===== config.mk =====
export PLATFORM = sky130hd
export DESIGN_NAME = hscc_clock_ctrl
export DESIGN_NICKNAME = d
export VERILOG_FILES = /design/src/design/hscc_pkg.sv /design/src/design/hscc_glitchfree_mux.sv /design/src/design/hscc_clock_ctrl.sv
export SDC_FILE = /design/constraint.sdc
export NUM_CORES = 1
export LEC_CHECK = 0
export BUFFER_PORTS_ARGS = -buffer_cell sky130_fd_sc_hd__buf_2
export CAP_MARGIN = 0
export CELL_PAD_IN_SITES_DETAIL_PLACEMENT = 1
export CELL_PAD_IN_SITES_GLOBAL_PLACEMENT = 2
export CORE_ASPECT_RATIO = 1.1
export CORE_MARGIN = 2
export CORE_UTILIZATION = 41
export CTS_CLUSTER_SIZE = 28
export DETAILED_ROUTE_END_ITERATION = 10
export GPL_ROUTABILITY_DRIVEN = 0
export HOLD_SLACK_MARGIN = 0.12
export PLACE_DENSITY = 0.88
export SETUP_SLACK_MARGIN = 0.02
export SYNTH_ARGS = -nofsm -noshare
export SYNTH_HDL_FRONTEND = slang
export SYNTH_SLANG_ARGS = --single-unit

===== constraint.sdc =====
create_clock -name i_sys_clk -period 5.15 [get_ports i_sys_clk]
set_input_delay 0.2575 -clock i_sys_clk [delete_from_list [all_inputs] [get_ports i_sys_clk]]
set_output_delay 0.2575 -clock i_sys_clk [all_outputs]
set_load 0.01 [all_outputs]

===== src/design/hscc_pkg.sv =====
package hscc_pkg;

	// ==========================================================
	// register bus geometry
	localparam int unsigned ADDR_W = 3;
	localparam int unsigned DATA_W = 8;

	// ==========================================================
	// register offsets
	localparam logic [2:0] OFS_OSC_MODE = 3'h0;
	localparam logic [2:0] OFS_HS_OSC = 3'h1;
	localparam logic [2:0] OFS_MAIN_MODE = 3'h2;
	localparam logic [2:0] OFS_PROC_CLK = 3'h3;
	localparam logic [2:0] OFS_INT_OSC = 3'h4;

	// ==========================================================
	// field positions
	localparam int unsigned BIT_EXT_SEL = 7;
	localparam int unsigned BIT_PIN_MODE = 6;
	localparam int unsigned BIT_GAIN = 0;
	localparam int unsigned BIT_HS_HALT = 7;
	localparam int unsigned BIT_SRC_SEL = 2;
	localparam int unsigned BIT_MAIN_STAT = 1;
	localparam int unsigned BIT_MUX = 0;
	localparam int unsigned BIT_SUB_STAT = 5;
	localparam int unsigned BIT_CPU_SRC = 4;
	localparam int unsigned BIT_INT_STABLE = 7;
	localparam int unsigned BIT_INT_HALT = 0;

	// ==========================================================
	// values after reset, and the largest accepted divider code
	localparam logic RST_HS_HALT = 1'b1;
	localparam logic [2:0] RST_DIV_CODE = 3'h1;
	localparam logic [2:0] DIV_CODE_MAX = 3'h4;

	// ==========================================================
	// timing
	localparam int unsigned SYS_CLK_PERIOD_NS = 20;
	localparam int unsigned GAIN_HOLD_NS = 5000;
	// least time: round up to whole cycles
	localparam int unsigned GAIN_HOLD_CYC =
		(GAIN_HOLD_NS + SYS_CLK_PERIOD_NS - 1) / SYS_CLK_PERIOD_NS;
	localparam logic [7:0] GAIN_HOLD_LOAD = 8'(GAIN_HOLD_CYC);
	// internal oscillator edges counted before it is called settled
	localparam logic [7:0] INT_SETTLE_EDGES = 8'h20;

	// ==========================================================
	// source clock sampler slots
	localparam int unsigned SRC_N = 4;
	localparam int unsigned SRC_INT = 0;
	localparam int unsigned SRC_HS = 1;
	localparam int unsigned SRC_SUB = 2;
	localparam int unsigned SRC_LOW = 3;

endpackage : hscc_pkg


===== src/design/hscc_glitchfree_mux.sv =====
`timescale 1ns/1ps
module hscc_glitchfree_mux
	import hscc_pkg::*;
(
	input wire logic i_sys_clk,
	input wire logic i_reset,
	input wire logic i_pulse_a,
	input wire logic i_pulse_b,
	input wire logic i_sel_b,
	output logic o_pulse,
	output logic o_sel_b
);

	// ==========================================================
	// state
	typedef struct packed {
		logic cur_b;
		logic gap;
		logic pulse;
	} hscc_mux_state_t;

	hscc_mux_state_t state;
	hscc_mux_state_t next_state;
	logic old_pulse;
	logic new_pulse;

	// pulses of the source in use and of the other one
	assign old_pulse = state.cur_b ? i_pulse_b : i_pulse_a;
	assign new_pulse = state.cur_b ? i_pulse_a : i_pulse_b;

	// hand over only on period boundaries of both sources
	always_comb begin
		next_state = state;
		next_state.pulse = 1'b0;
		if (!state.gap) begin
			if (i_sel_b != state.cur_b) begin
				// old period ends here; its next one is dropped
				if (old_pulse) begin
					next_state.gap = 1'b1;
				end
			end else begin
				next_state.pulse = old_pulse;
			end
		end else if (new_pulse) begin
			// first full period of the new source
			next_state.gap = 1'b0;
			next_state.cur_b = ~state.cur_b;
			next_state.pulse = 1'b1;
		end
	end

	// register the state
	always_ff @(posedge i_sys_clk or posedge i_reset) begin
		if (i_reset) begin
			state <= '0;
		end else begin
			state <= next_state;
		end
	end

	assign o_pulse = state.pulse;
	assign o_sel_b = state.cur_b;

endmodule : hscc_glitchfree_mux


===== src/design/hscc_clock_ctrl.sv =====
// The plain strobed port and the register offsets were chosen for this implementation.
`timescale 1ns/1ps
module hscc_clock_ctrl
	import hscc_pkg::*;
(
	input wire logic i_sys_clk,
	input wire logic i_reset,
	input wire logic [ADDR_W-1:0] i_addr,
	input wire logic [DATA_W-1:0] i_wdata,
	input wire logic i_wr,
	input wire logic i_rd,
	output logic [DATA_W-1:0] o_rdata,
	input wire logic i_int_osc_clk,
	input wire logic i_hs_clk,
	input wire logic i_sub_clk,
	input wire logic i_low_osc_clk,
	input wire logic i_stop_exec,
	input wire logic i_stop_release,
	output logic o_gain_high,
	output logic o_x1_osc_mode,
	output logic o_x2_clk_mode,
	output logic o_hs_osc_run,
	output logic o_ext_clk_in_en,
	output logic o_int_osc_run,
	output logic o_stop_mode,
	output logic o_main_clk_en,
	output logic o_periph_clk_en,
	output logic o_cpu_clk_en,
	output logic o_low_clk_en
);

	// ==========================================================
	// state
	typedef struct packed {
		logic [SRC_N-1:0] sync1;
		logic [SRC_N-1:0] sync2;
		logic [SRC_N-1:0] prev;
		logic ext_sel;
		logic pin_mode;
		logic gain;
		logic gain_locked;
		logic [7:0] gain_wait;
		logic hs_halt;
		logic src_sel;
		logic mux_bit;
		logic cpu_src;
		logic [2:0] div_code;
		logic [2:0] div_active;
		logic [3:0] div_cnt;
		logic div_pulse;
		logic sub_half;
		logic sub_pulse;
		logic int_halt;
		logic int_stable;
		logic [7:0] settle_cnt;
		logic stop;
		logic cpu_en;
		logic low_en;
		logic [DATA_W-1:0] rdata;
	} hscc_state_t;

	hscc_state_t state;
	hscc_state_t next_state;

	logic [SRC_N-1:0] src_edge;
	logic hs_run;
	logic int_run;
	logic int_pulse;
	logic hs_pulse;
	logic main_pulse;
	logic main_is_hs;
	logic periph_pulse;
	logic cpu_pulse;
	logic cpu_is_sub;

	// ==========================================================
	// helpers

	// last count value of the cpu divider for a ratio code
	function automatic logic [3:0] div_last(input logic [2:0] code);
		logic [3:0] last;
		last = 4'h0;
		case (code)
			3'h0: last = 4'h0;
			3'h1: last = 4'h1;
			3'h2: last = 4'h3;
			3'h3: last = 4'h7;
			3'h4: last = 4'hf;
			default: last = 4'h1;
		endcase
		return last;
	endfunction : div_last

	// register image as software reads it
	function automatic logic [DATA_W-1:0] reg_image(
		input hscc_state_t s,
		input logic [ADDR_W-1:0] addr,
		input logic main_stat,
		input logic sub_stat
	);
		logic [DATA_W-1:0] v;
		v = '0;
		case (addr)
			OFS_OSC_MODE: begin
				v[BIT_EXT_SEL] = s.ext_sel;
				v[BIT_PIN_MODE] = s.pin_mode;
				v[BIT_GAIN] = s.gain;
			end
			OFS_HS_OSC: begin
				v[BIT_HS_HALT] = s.hs_halt;
			end
			OFS_MAIN_MODE: begin
				v[BIT_SRC_SEL] = s.src_sel;
				v[BIT_MAIN_STAT] = main_stat;
				v[BIT_MUX] = s.mux_bit;
			end
			OFS_PROC_CLK: begin
				v[BIT_SUB_STAT] = sub_stat;
				v[BIT_CPU_SRC] = s.cpu_src;
				v[2:0] = s.div_code;
			end
			OFS_INT_OSC: begin
				v[BIT_INT_STABLE] = s.int_stable;
				v[BIT_INT_HALT] = s.int_halt;
			end
			default: v = '0;
		endcase
		return v;
	endfunction : reg_image

	// ==========================================================
	// source sampling and gating

	// a raw oscillator edge is seen only on the second sampler stage
	assign src_edge = state.sync2 & ~state.prev;

	assign hs_run = state.pin_mode & ~state.hs_halt & ~state.stop;
	assign int_run = ~state.int_halt & ~state.stop;
	assign int_pulse = src_edge[SRC_INT] & int_run;
	assign hs_pulse = src_edge[SRC_HS] & hs_run;

	// ==========================================================
	// clock muxes

	hscc_glitchfree_mux u_main_mux (
		.i_sys_clk(i_sys_clk),
		.i_reset(i_reset),
		.i_pulse_a(int_pulse),
		.i_pulse_b(hs_pulse),
		.i_sel_b(state.src_sel & state.mux_bit),
		.o_pulse(main_pulse),
		.o_sel_b(main_is_hs)
	);

	// peripheral follows source bit
	// peripheral is high-speed whenever main is
	hscc_glitchfree_mux u_periph_mux (
		.i_sys_clk(i_sys_clk),
		.i_reset(i_reset),
		.i_pulse_a(int_pulse),
		.i_pulse_b(hs_pulse),
		.i_sel_b(state.src_sel),
		.o_pulse(periph_pulse),
		.o_sel_b()
	);

	// cpu picks main or subsystem only
	// the low-speed oscillator has no path into this mux
	hscc_glitchfree_mux u_cpu_mux (
		.i_sys_clk(i_sys_clk),
		.i_reset(i_reset),
		.i_pulse_a(state.div_pulse),
		.i_pulse_b(state.sub_pulse),
		.i_sel_b(state.cpu_src),
		.o_pulse(cpu_pulse),
		.o_sel_b(cpu_is_sub)
	);

	// ==========================================================
	// next state
	always_comb begin
		next_state = state;

		// two-stage samplers for free-running source clocks
		next_state.sync1 = {i_low_osc_clk, i_sub_clk, i_hs_clk,
			i_int_osc_clk};
		next_state.sync2 = state.sync1;
		next_state.prev = state.sync2;

		if (i_stop_exec) begin
			next_state.stop = 1'b1;
		end else if (i_stop_release) begin
			next_state.stop = 1'b0;
		end

		// cpu divider, ratio taken at wrap
		next_state.div_pulse = 1'b0;
		if (main_pulse) begin
			if (state.div_cnt >= div_last(state.div_active)) begin
				next_state.div_cnt = 4'h0;
				next_state.div_pulse = 1'b1;
				next_state.div_active = state.div_code;
			end else begin
				next_state.div_cnt = state.div_cnt + 4'h1;
			end
		end

		// subsystem clock halved for the cpu
		next_state.sub_pulse = 1'b0;
		if (src_edge[SRC_SUB]) begin
			next_state.sub_half = ~state.sub_half;
			next_state.sub_pulse = ~state.sub_half;
		end

		if (state.gain_wait != 8'h00) begin
			next_state.gain_wait = state.gain_wait - 8'h01;
		end
		next_state.cpu_en = cpu_pulse & (state.gain_wait == 8'h00);

		// low-speed clock goes to timers only
		next_state.low_en = src_edge[SRC_LOW];

		if (!int_run) begin
			next_state.int_stable = 1'b0;
			next_state.settle_cnt = 8'h00;
		end else if (int_pulse && !state.int_stable) begin
			if (state.settle_cnt == INT_SETTLE_EDGES - 8'h01) begin
				next_state.int_stable = 1'b1;
			end else begin
				next_state.settle_cnt = state.settle_cnt + 8'h01;
			end
		end

		// register writes
		if (i_wr) begin
			case (i_addr)
				OFS_OSC_MODE: begin
					next_state.ext_sel = i_wdata[BIT_EXT_SEL];
					next_state.pin_mode = i_wdata[BIT_PIN_MODE];
					if (!state.gain_locked &&
						i_wdata[BIT_GAIN] != state.gain) begin
						next_state.gain = i_wdata[BIT_GAIN];
						next_state.gain_locked = 1'b1;
						if (i_wdata[BIT_GAIN]) begin
							next_state.gain_wait = GAIN_HOLD_LOAD;
						end
					end
				end
				OFS_HS_OSC: begin
					next_state.hs_halt = i_wdata[BIT_HS_HALT];
				end
				OFS_MAIN_MODE: begin
					next_state.src_sel = i_wdata[BIT_SRC_SEL];
					next_state.mux_bit = i_wdata[BIT_MUX];
				end
				OFS_PROC_CLK: begin
					next_state.cpu_src = i_wdata[BIT_CPU_SRC];
					if (i_wdata[2:0] <= DIV_CODE_MAX) begin
						next_state.div_code = i_wdata[2:0];
					end
				end
				OFS_INT_OSC: begin
					next_state.int_halt = i_wdata[BIT_INT_HALT];
				end
				default: begin
				end
			endcase
		end

		// status flags from mux state
		// read data stand in the cycle after the strobe only
		if (i_rd) begin
			next_state.rdata = reg_image(state, i_addr, main_is_hs,
				cpu_is_sub);
		end else begin
			next_state.rdata = '0;
		end
	end

	// ==========================================================
	// register the state
	always_ff @(posedge i_sys_clk or posedge i_reset) begin
		if (i_reset) begin
			state <= '0;
			state.pin_mode <= 1'b0;
			state.hs_halt <= RST_HS_HALT;
			state.div_code <= RST_DIV_CODE;
			state.div_active <= RST_DIV_CODE;
			state.int_halt <= 1'b0;
		end else begin
			state <= next_state;
		end
	end

	// ==========================================================
	// outputs

	assign o_gain_high = state.gain;
	assign o_x1_osc_mode = state.pin_mode & ~state.ext_sel;
	// second pin leaves port mode
	// first pin stays port in external mode
	assign o_x2_clk_mode = state.pin_mode;
	assign o_hs_osc_run = hs_run & ~state.ext_sel;
	assign o_ext_clk_in_en = hs_run & state.ext_sel;
	assign o_int_osc_run = int_run;
	assign o_stop_mode = state.stop;
	assign o_main_clk_en = main_pulse;
	assign o_periph_clk_en = periph_pulse;
	assign o_cpu_clk_en = state.cpu_en;
	assign o_low_clk_en = state.low_en;
	assign o_rdata = state.rdata;

endmodule : hscc_clock_ctrl


==> results of run 1 <==
cells in the mapped netlist, types with 3 or more instances:
cell	number
a21oi_1	9
a221oi_1	4
a31oi_1	5
and2_1	7
and3_1	3
buf_4	9
clkbuf_1	6
dfrtp_1	67
dfstp_2	3
ha_1	8
inv_1	15
mux2_2	11
mux2i_1	9
nand2_1	25
nand3_1	5
nor2_1	29
nor2b_1	9
nor3_1	4
nor3b_1	4
nor4b_1	3
o21ai_0	13
xnor2_1	5
per-stage QoR:
stage	instance area, um^2	std cells	util
after floorplan	3272	299	-
after global placement	3512	430	0.4487
after global routing	3730	451	0.4765
final	3730	451	0.4765
after CTS	3730	451	0.4765
after detailed placement	3512	430	0.4487
power by group through the flow:
stage,Sequential [mW],Clock [mW],Combinational [mW]
after CTS,0.737,0.401,0.338
after global routing,0.756,0.424,0.377
after floorplan,0.712,0,0.266
after detailed placement,0.747,0,0.330
after global placement,0.742,0,0.314
final,0.737,0.387,0.331
layout make-up:
class | instances | area share
Clock inverter | 4 | 0.006038
Tap cell | 108 | 0.03623
Clock buffer | 12 | 0.03891
Inverter | 15 | 0.01510
Timing Repair Buffer | 43 | 0.06575
Multi-Input combinational cell | 199 | 0.3673
Sequential cell | 70 | 0.4706
cell families after synthesis:
group / share of synthesized area
AND/OR/NAND/NOR: 0.1843
multiplexers: 0.06539
other: 0.001146
buffers and inverters: 0.04474
AO/OA/AOI/OAI: 0.1185
XOR/XNOR: 0.01874
flip-flops: 0.5365
adder cells (fa/ha/maj): 0.03059
worst min path at each step:
stage                   start              to  slack, ns  cells after the start
6_report              i_reset       state[16]       0.15                      3
5_1_grt            i_wdata[4]       state[34]       0.14                      2
4_1_cts            i_wdata[7]       state[49]       0.14                      2
3_5_place_dp   next_state[57]  next_state[53]       0.34                      0
3_3_place_gp   next_state[54]  next_state[50]       0.33                      0
2_1_floorplan   i_int_osc_clk  next_state[54]       0.29                      0
routing by layer:
metal	vias up	global-route usage
li1	1130	-
met1	1175	0.2137
met2	42	0.2667
met3	13	0.04843
met4	0	0.07807
met5	-	0
worst max-delay path, stage by stage, from the launching register on:
cell and delay, ns:
dfrtp_1 0.40, or3_1 0.38, ha_1 0.28, nand2b_1 0.16, a2111oi_2 0.62, nor3b_1 0.23, mux2_2 0.32
==> flow_summary.json, run 1 <==
{
  "dp_hpwl_um": 4618,
  "synth.distinct_cells": 59,
  "r2r.worst_path.cells": 6,
  "top_register": "state",
  "port_buffers": 36,
  "grt.total_usage": 0.1699,
  "antenna_found_initial": 0,
  "worstPathArrival_ns": 2.74,
  "multi_input_area_um2": 1370,
  "firstDrtPassIters": 5,
  "insertedDiodeCount": 0,
  "cts_tree": "done",
  "period_needed_ns": 2.502,
  "crit_start": "state[30]",
  "cap_violations": 0,
  "tightest_slew_ns": 0.9630,
  "pre_cts_ws_ns": 2.648,
  "grt_pass1_wl_um": 11190,
  "largest_reg_flops": 41,
  "rsz0062_at_grt": "false",
  "grt_max_degree": 71,
  "wl_um": 6618,
  "ff_latch_area_um2": 1755,
  "die_w_um": 89.18,
  "area_growth_pct": 14.00,
  "power_frac_seq": 0.507,
  "finalNetCount": 367,
  "top_layer": "met4",
  "max_freq_mhz": 399.7,
  "async_flop_share": 1.000,
  "h-tree-depth": 3,
  "ios": 40,
  "skew_ns": 0.005505,
  "wl_per_cell_um": 14.67,
  "start_kind": "flop",
  "fp-row-count": 34,
  "clockPowerShare": 0.266,
  "cts_max_path_buffers": 2,
  "yosysWarnings": 0,
  "cts_resized": 0,
  "vias_per_cell": 5.233,
  "intPower_uw": 984.2,
  "synth.avg_cell_area_um2": 10.94,
  "gr-total-overflow": 0,
  "die_area_um2": 8712,
  "hold_viol_final": 0,
  "setup_viol": 0,
  "most-common-layout-cells": "dfrtp_1 (67), buf_2 (36), nor2_1 (29), nand2_1 (25), inv_1 (14)",
  "pwr-share-comb": 0.227,
  "required_ns": 5.39,
  "fillers": 895,
  "wl_met2_um": 3198,
  "coreArea_um2": 7828,
  "whs_ns": 0.1540,
  "min_path_type": "in2async",
  "final_common_cell": "dfrtp_1",
  "path_class": "reg2reg",
  "fp.dieH_um": 97.69,
  "r2r-start": "state[30]",
  "reg2reg_slack_ns": 2.65,
  "drive_gt1_frac": 0.2245,
  "clkTransAtPathRegs_ns": 0.07,
  "leakage_nw": 1.717,
  "cts_buffers": 9,
  "vias": 2360,
  "end_kind": "flop",
  "critPathMaxFanout": 5,
  "cts.sinks": 70,
  "synthTopCellsByArea": "dfrtp_1 (51%), mux2_2 (3.8%), nor2_1 (3.3%)",
  "cts_root_buf": "clkbuf_8",
  "syn_nets": 328,
  "initial_core_util": 0.4180,
  "p_per_area_nw_per_um2": 389.9,
  "synth_cells": 299,
  "synthFlopType": "dfrtp_1",
  "setup_ws_ns": 2.648,
  "synth_top_area_share": 0.5124,
  "status": "completed",
  "synth_area_um2": 3272,
  "finalSetupTns_ns": 0,
  "synth_edf_count": 0,
  "ys_seq_area_frac": 0.5365,
  "ys_ff_latch": 70,
  "sw_frac_of_total": 0.3232,
  "final_max_slew_viol_count": 0,
  "cp-endpoint": "state[29]",
  "cts_hold_buf": 5,
  "worst_skew_pair.late_latency_ns": 0.35,
  "yosys.area.top_type": "dfrtp_1",
  "grt_pass1_vias": 2398,
  "irDropWorstVdd_mv": 0.1709,
  "wl_met1_um": 2963,
  "wl_met3_um": 318,
  "reg2reg_to": "state[29]",
  "p_switching_uw": 470.1,
  "route.detailed.drc": 0,
  "fin_crit_sh": 0.4858,
  "power_mw": 1.454,
  "post_cts_buffers": 0,
  "drt_iter0_drc": 70,
  "slew_headroom": 0.3489,
  "ant_nets": 0
}
No activity file was read; power rests on OpenSTA's default activity.
==> run 2, diff against run 1 <==
CORE_UTILIZATION = 38   (was 41)
PLACE_DENSITY = 0.82   (was 0.88)
clock period = 2.35 ns   (was 5.15 ns; I/O delays follow)
==> run 2 against run 1 <==
  * Clock power grew to 2.9 times the previous value
  * Via count increased by 1.2%
  * Sequential share of layout area shrank 2.6 points
  * Largest cell class unchanged
  * Critical path type unchanged
  * First-iteration DRC count is 19% lower
  * Die area rose by 7.6%
==> flow_summary.json, run 2 (synthesis results as in run 1) <==
{
  "min_path_type": "in2reg",
  "worst_skew_pair.late_latency_ns": 0.34,
  "top_register": "state",
  "fp.dieH_um": 101.3,
  "finalSetupTns_ns": 0,
  "wl_um": 6834,
  "grt_pass1_wl_um": 11920,
  "clkTransAtPathRegs_ns": 0.08,
  "status": "completed",
  "firstDrtPassIters": 4,
  "critPathMaxFanout": 4,
  "die_w_um": 92.48,
  "worstPathArrival_ns": 2.42,
  "hold_viol_final": 0,
  "antenna_found_initial": 0,
  "vias": 2389,
  "finalNetCount": 381,
  "largest_reg_flops": 41,
  "grt_max_degree": 71,
  "leakage_nw": 1.821,
  "initial_core_util": 0.3912,
  "cap_violations": 0,
  "path_class": "reg2reg",
  "post_cts_buffers": 0,
  "slew_headroom": 0.6562,
  "final_common_cell": "dfrtp_1",
  "required_ns": 2.58,
  "end_kind": "flop",
  "port_buffers": 36,
  "route.detailed.drc": 0,
  "p_per_area_nw_per_um2": 882.7,
  "vias_per_cell": 5.105,
  "drt_iter0_drc": 57,
  "irDropWorstVdd_mv": 0.3942,
  "ant_nets": 0,
  "period_needed_ns": 2.184,
  "cp_cell_sequence": "or3_1 -> ha_1 -> nand2b_1 -> a2111oi_2 -> nor3b_2 -> mux2_2",
  "fillers": 922,
  "tightest_slew_ns": 0.5135,
  "die_area_um2": 9370,
  "cts_max_path_buffers": 2,
  "final_max_slew_viol_count": 0,
  "dpl.cell_count": 436,
  "area_growth_pct": 20.73,
  "grt.total_usage": 0.1626,
  "cts_tree": "done",
  "max_freq_mhz": 458.0,
  "critPathMaxStageDelay_ns": 0.45,
  "setup_viol": 0,
  "most-common-layout-cells": "dfrtp_1 (67), buf_2 (36), nor2_1 (29), nand2_1 (25), dlygate4sd3_1 (16)",
  "grt_pass1_vias": 2482,
  "start_kind": "flop",
  "insertedDiodeCount": 0,
  "cts_root_buf": "clkbuf_8",
  "instances_no_fill": 468,
  "gr-total-overflow": 0,
  "cts.sinks": 70,
  "ios": 40,
  "rsz0062_at_grt": "true",
  "h-tree-depth": 3,
  "cts_buffers": 9,
  "fin_crit_sh": 0.9292,
  "fp-row-count": 35,
  "dp_hpwl_um": 4782,
  "drive_gt1_frac": 0.2297,
  "coreArea_um2": 8364,
  "skew_ns": 0.01040,
  "wl_per_cell_um": 14.60,
  "cp_slowest_cell": "a2111oi_2"
}
[run 2: stage by stage]
| stage | power [mW] | hold slack, ns | util | worst slack [ns] | area, um^2 |
|---|---|---|---|---|---|
| final | 3.487 | 0.1389 | 0.4723 | 0.1664 | 3950 |
| after global routing | 3.716 | 0.1585 | 0.4723 | 0.01473 | 3950 |
| after CTS | 3.535 | 0.1280 | 0.4717 | 0.03110 | 3945 |
| after detailed placement | 2.374 | 0.2265 | 0.4245 | 0.03856 | 3551 |
| after global placement | 2.340 | 0.2262 | 0.4245 | 0.09236 | 3551 |
| after floorplan | 2.142 | 0.1489 | - | 0.1343 | 3272 |
[run 2: layout make-up]
type | instances | area, um^2 | area share
timing repair buffer | 57 | 390.4 | 0.09883
tap | 111 | 138.9 | 0.03516
clock buffer | 13 | 168.9 | 0.04276
inverter | 15 | 56.30 | 0.01425
multi-input combinational | 199 | 1375 | 0.3481
sequential | 70 | 1755 | 0.4444
clock inverter | 3 | 65.06 | 0.01647
[run 2: worst paths after layout]
path / start / endpoint / slack [ns] / cells past startpoint
setup / recovery: state[30] / state[30] / 0.17 / 6
hold / removal: i_addr[0] / o_rdata[4] / 0.14 / 3
setup reg to reg: state[30] / state[30] / 0.17 / 6
hold reg to reg: next_state[55] / next_state[51] / 0.35 / 0
max in group asynchronous: i_reset / state[37] / 1.60 / 4
min in group asynchronous: i_reset / next_state[57] / 0.38 / 4
[run 2: power breakdown]
group,leakage (nW),total [mW],switching (mW),internal (mW)
clock,0.120,1.13,0.441,0.684
sequential,0.869,1.61,0.210,1.40
combinational,0.832,0.751,0.369,0.382
[run 2: routing by layer]
layer  GRT usage  up-vias  part of all wire
li1            -     1159                 -
met1      0.2029     1192              0.46
met2      0.2824       29              0.50
met3     0.02976        9             0.027
met4     0.06200        0             0.018
met5           0        -                 0
[run 2: worst max-delay path: cells and delay by family, from the launching register on]
family	cells	cell delay [ns]
AOI/OAI and AO/OA	1	0.45
and+or+nand+nor	3	0.67
muxes	1	0.29
adders and majority gates	1	0.26
DFF	1	0.40
[run 2: timing repair]
item,in CTS,in global routing
hold buffers,16,0
endpoints found under the setup margin,0,3
resized for setup,0,1
hold endpoints to repair,85,0
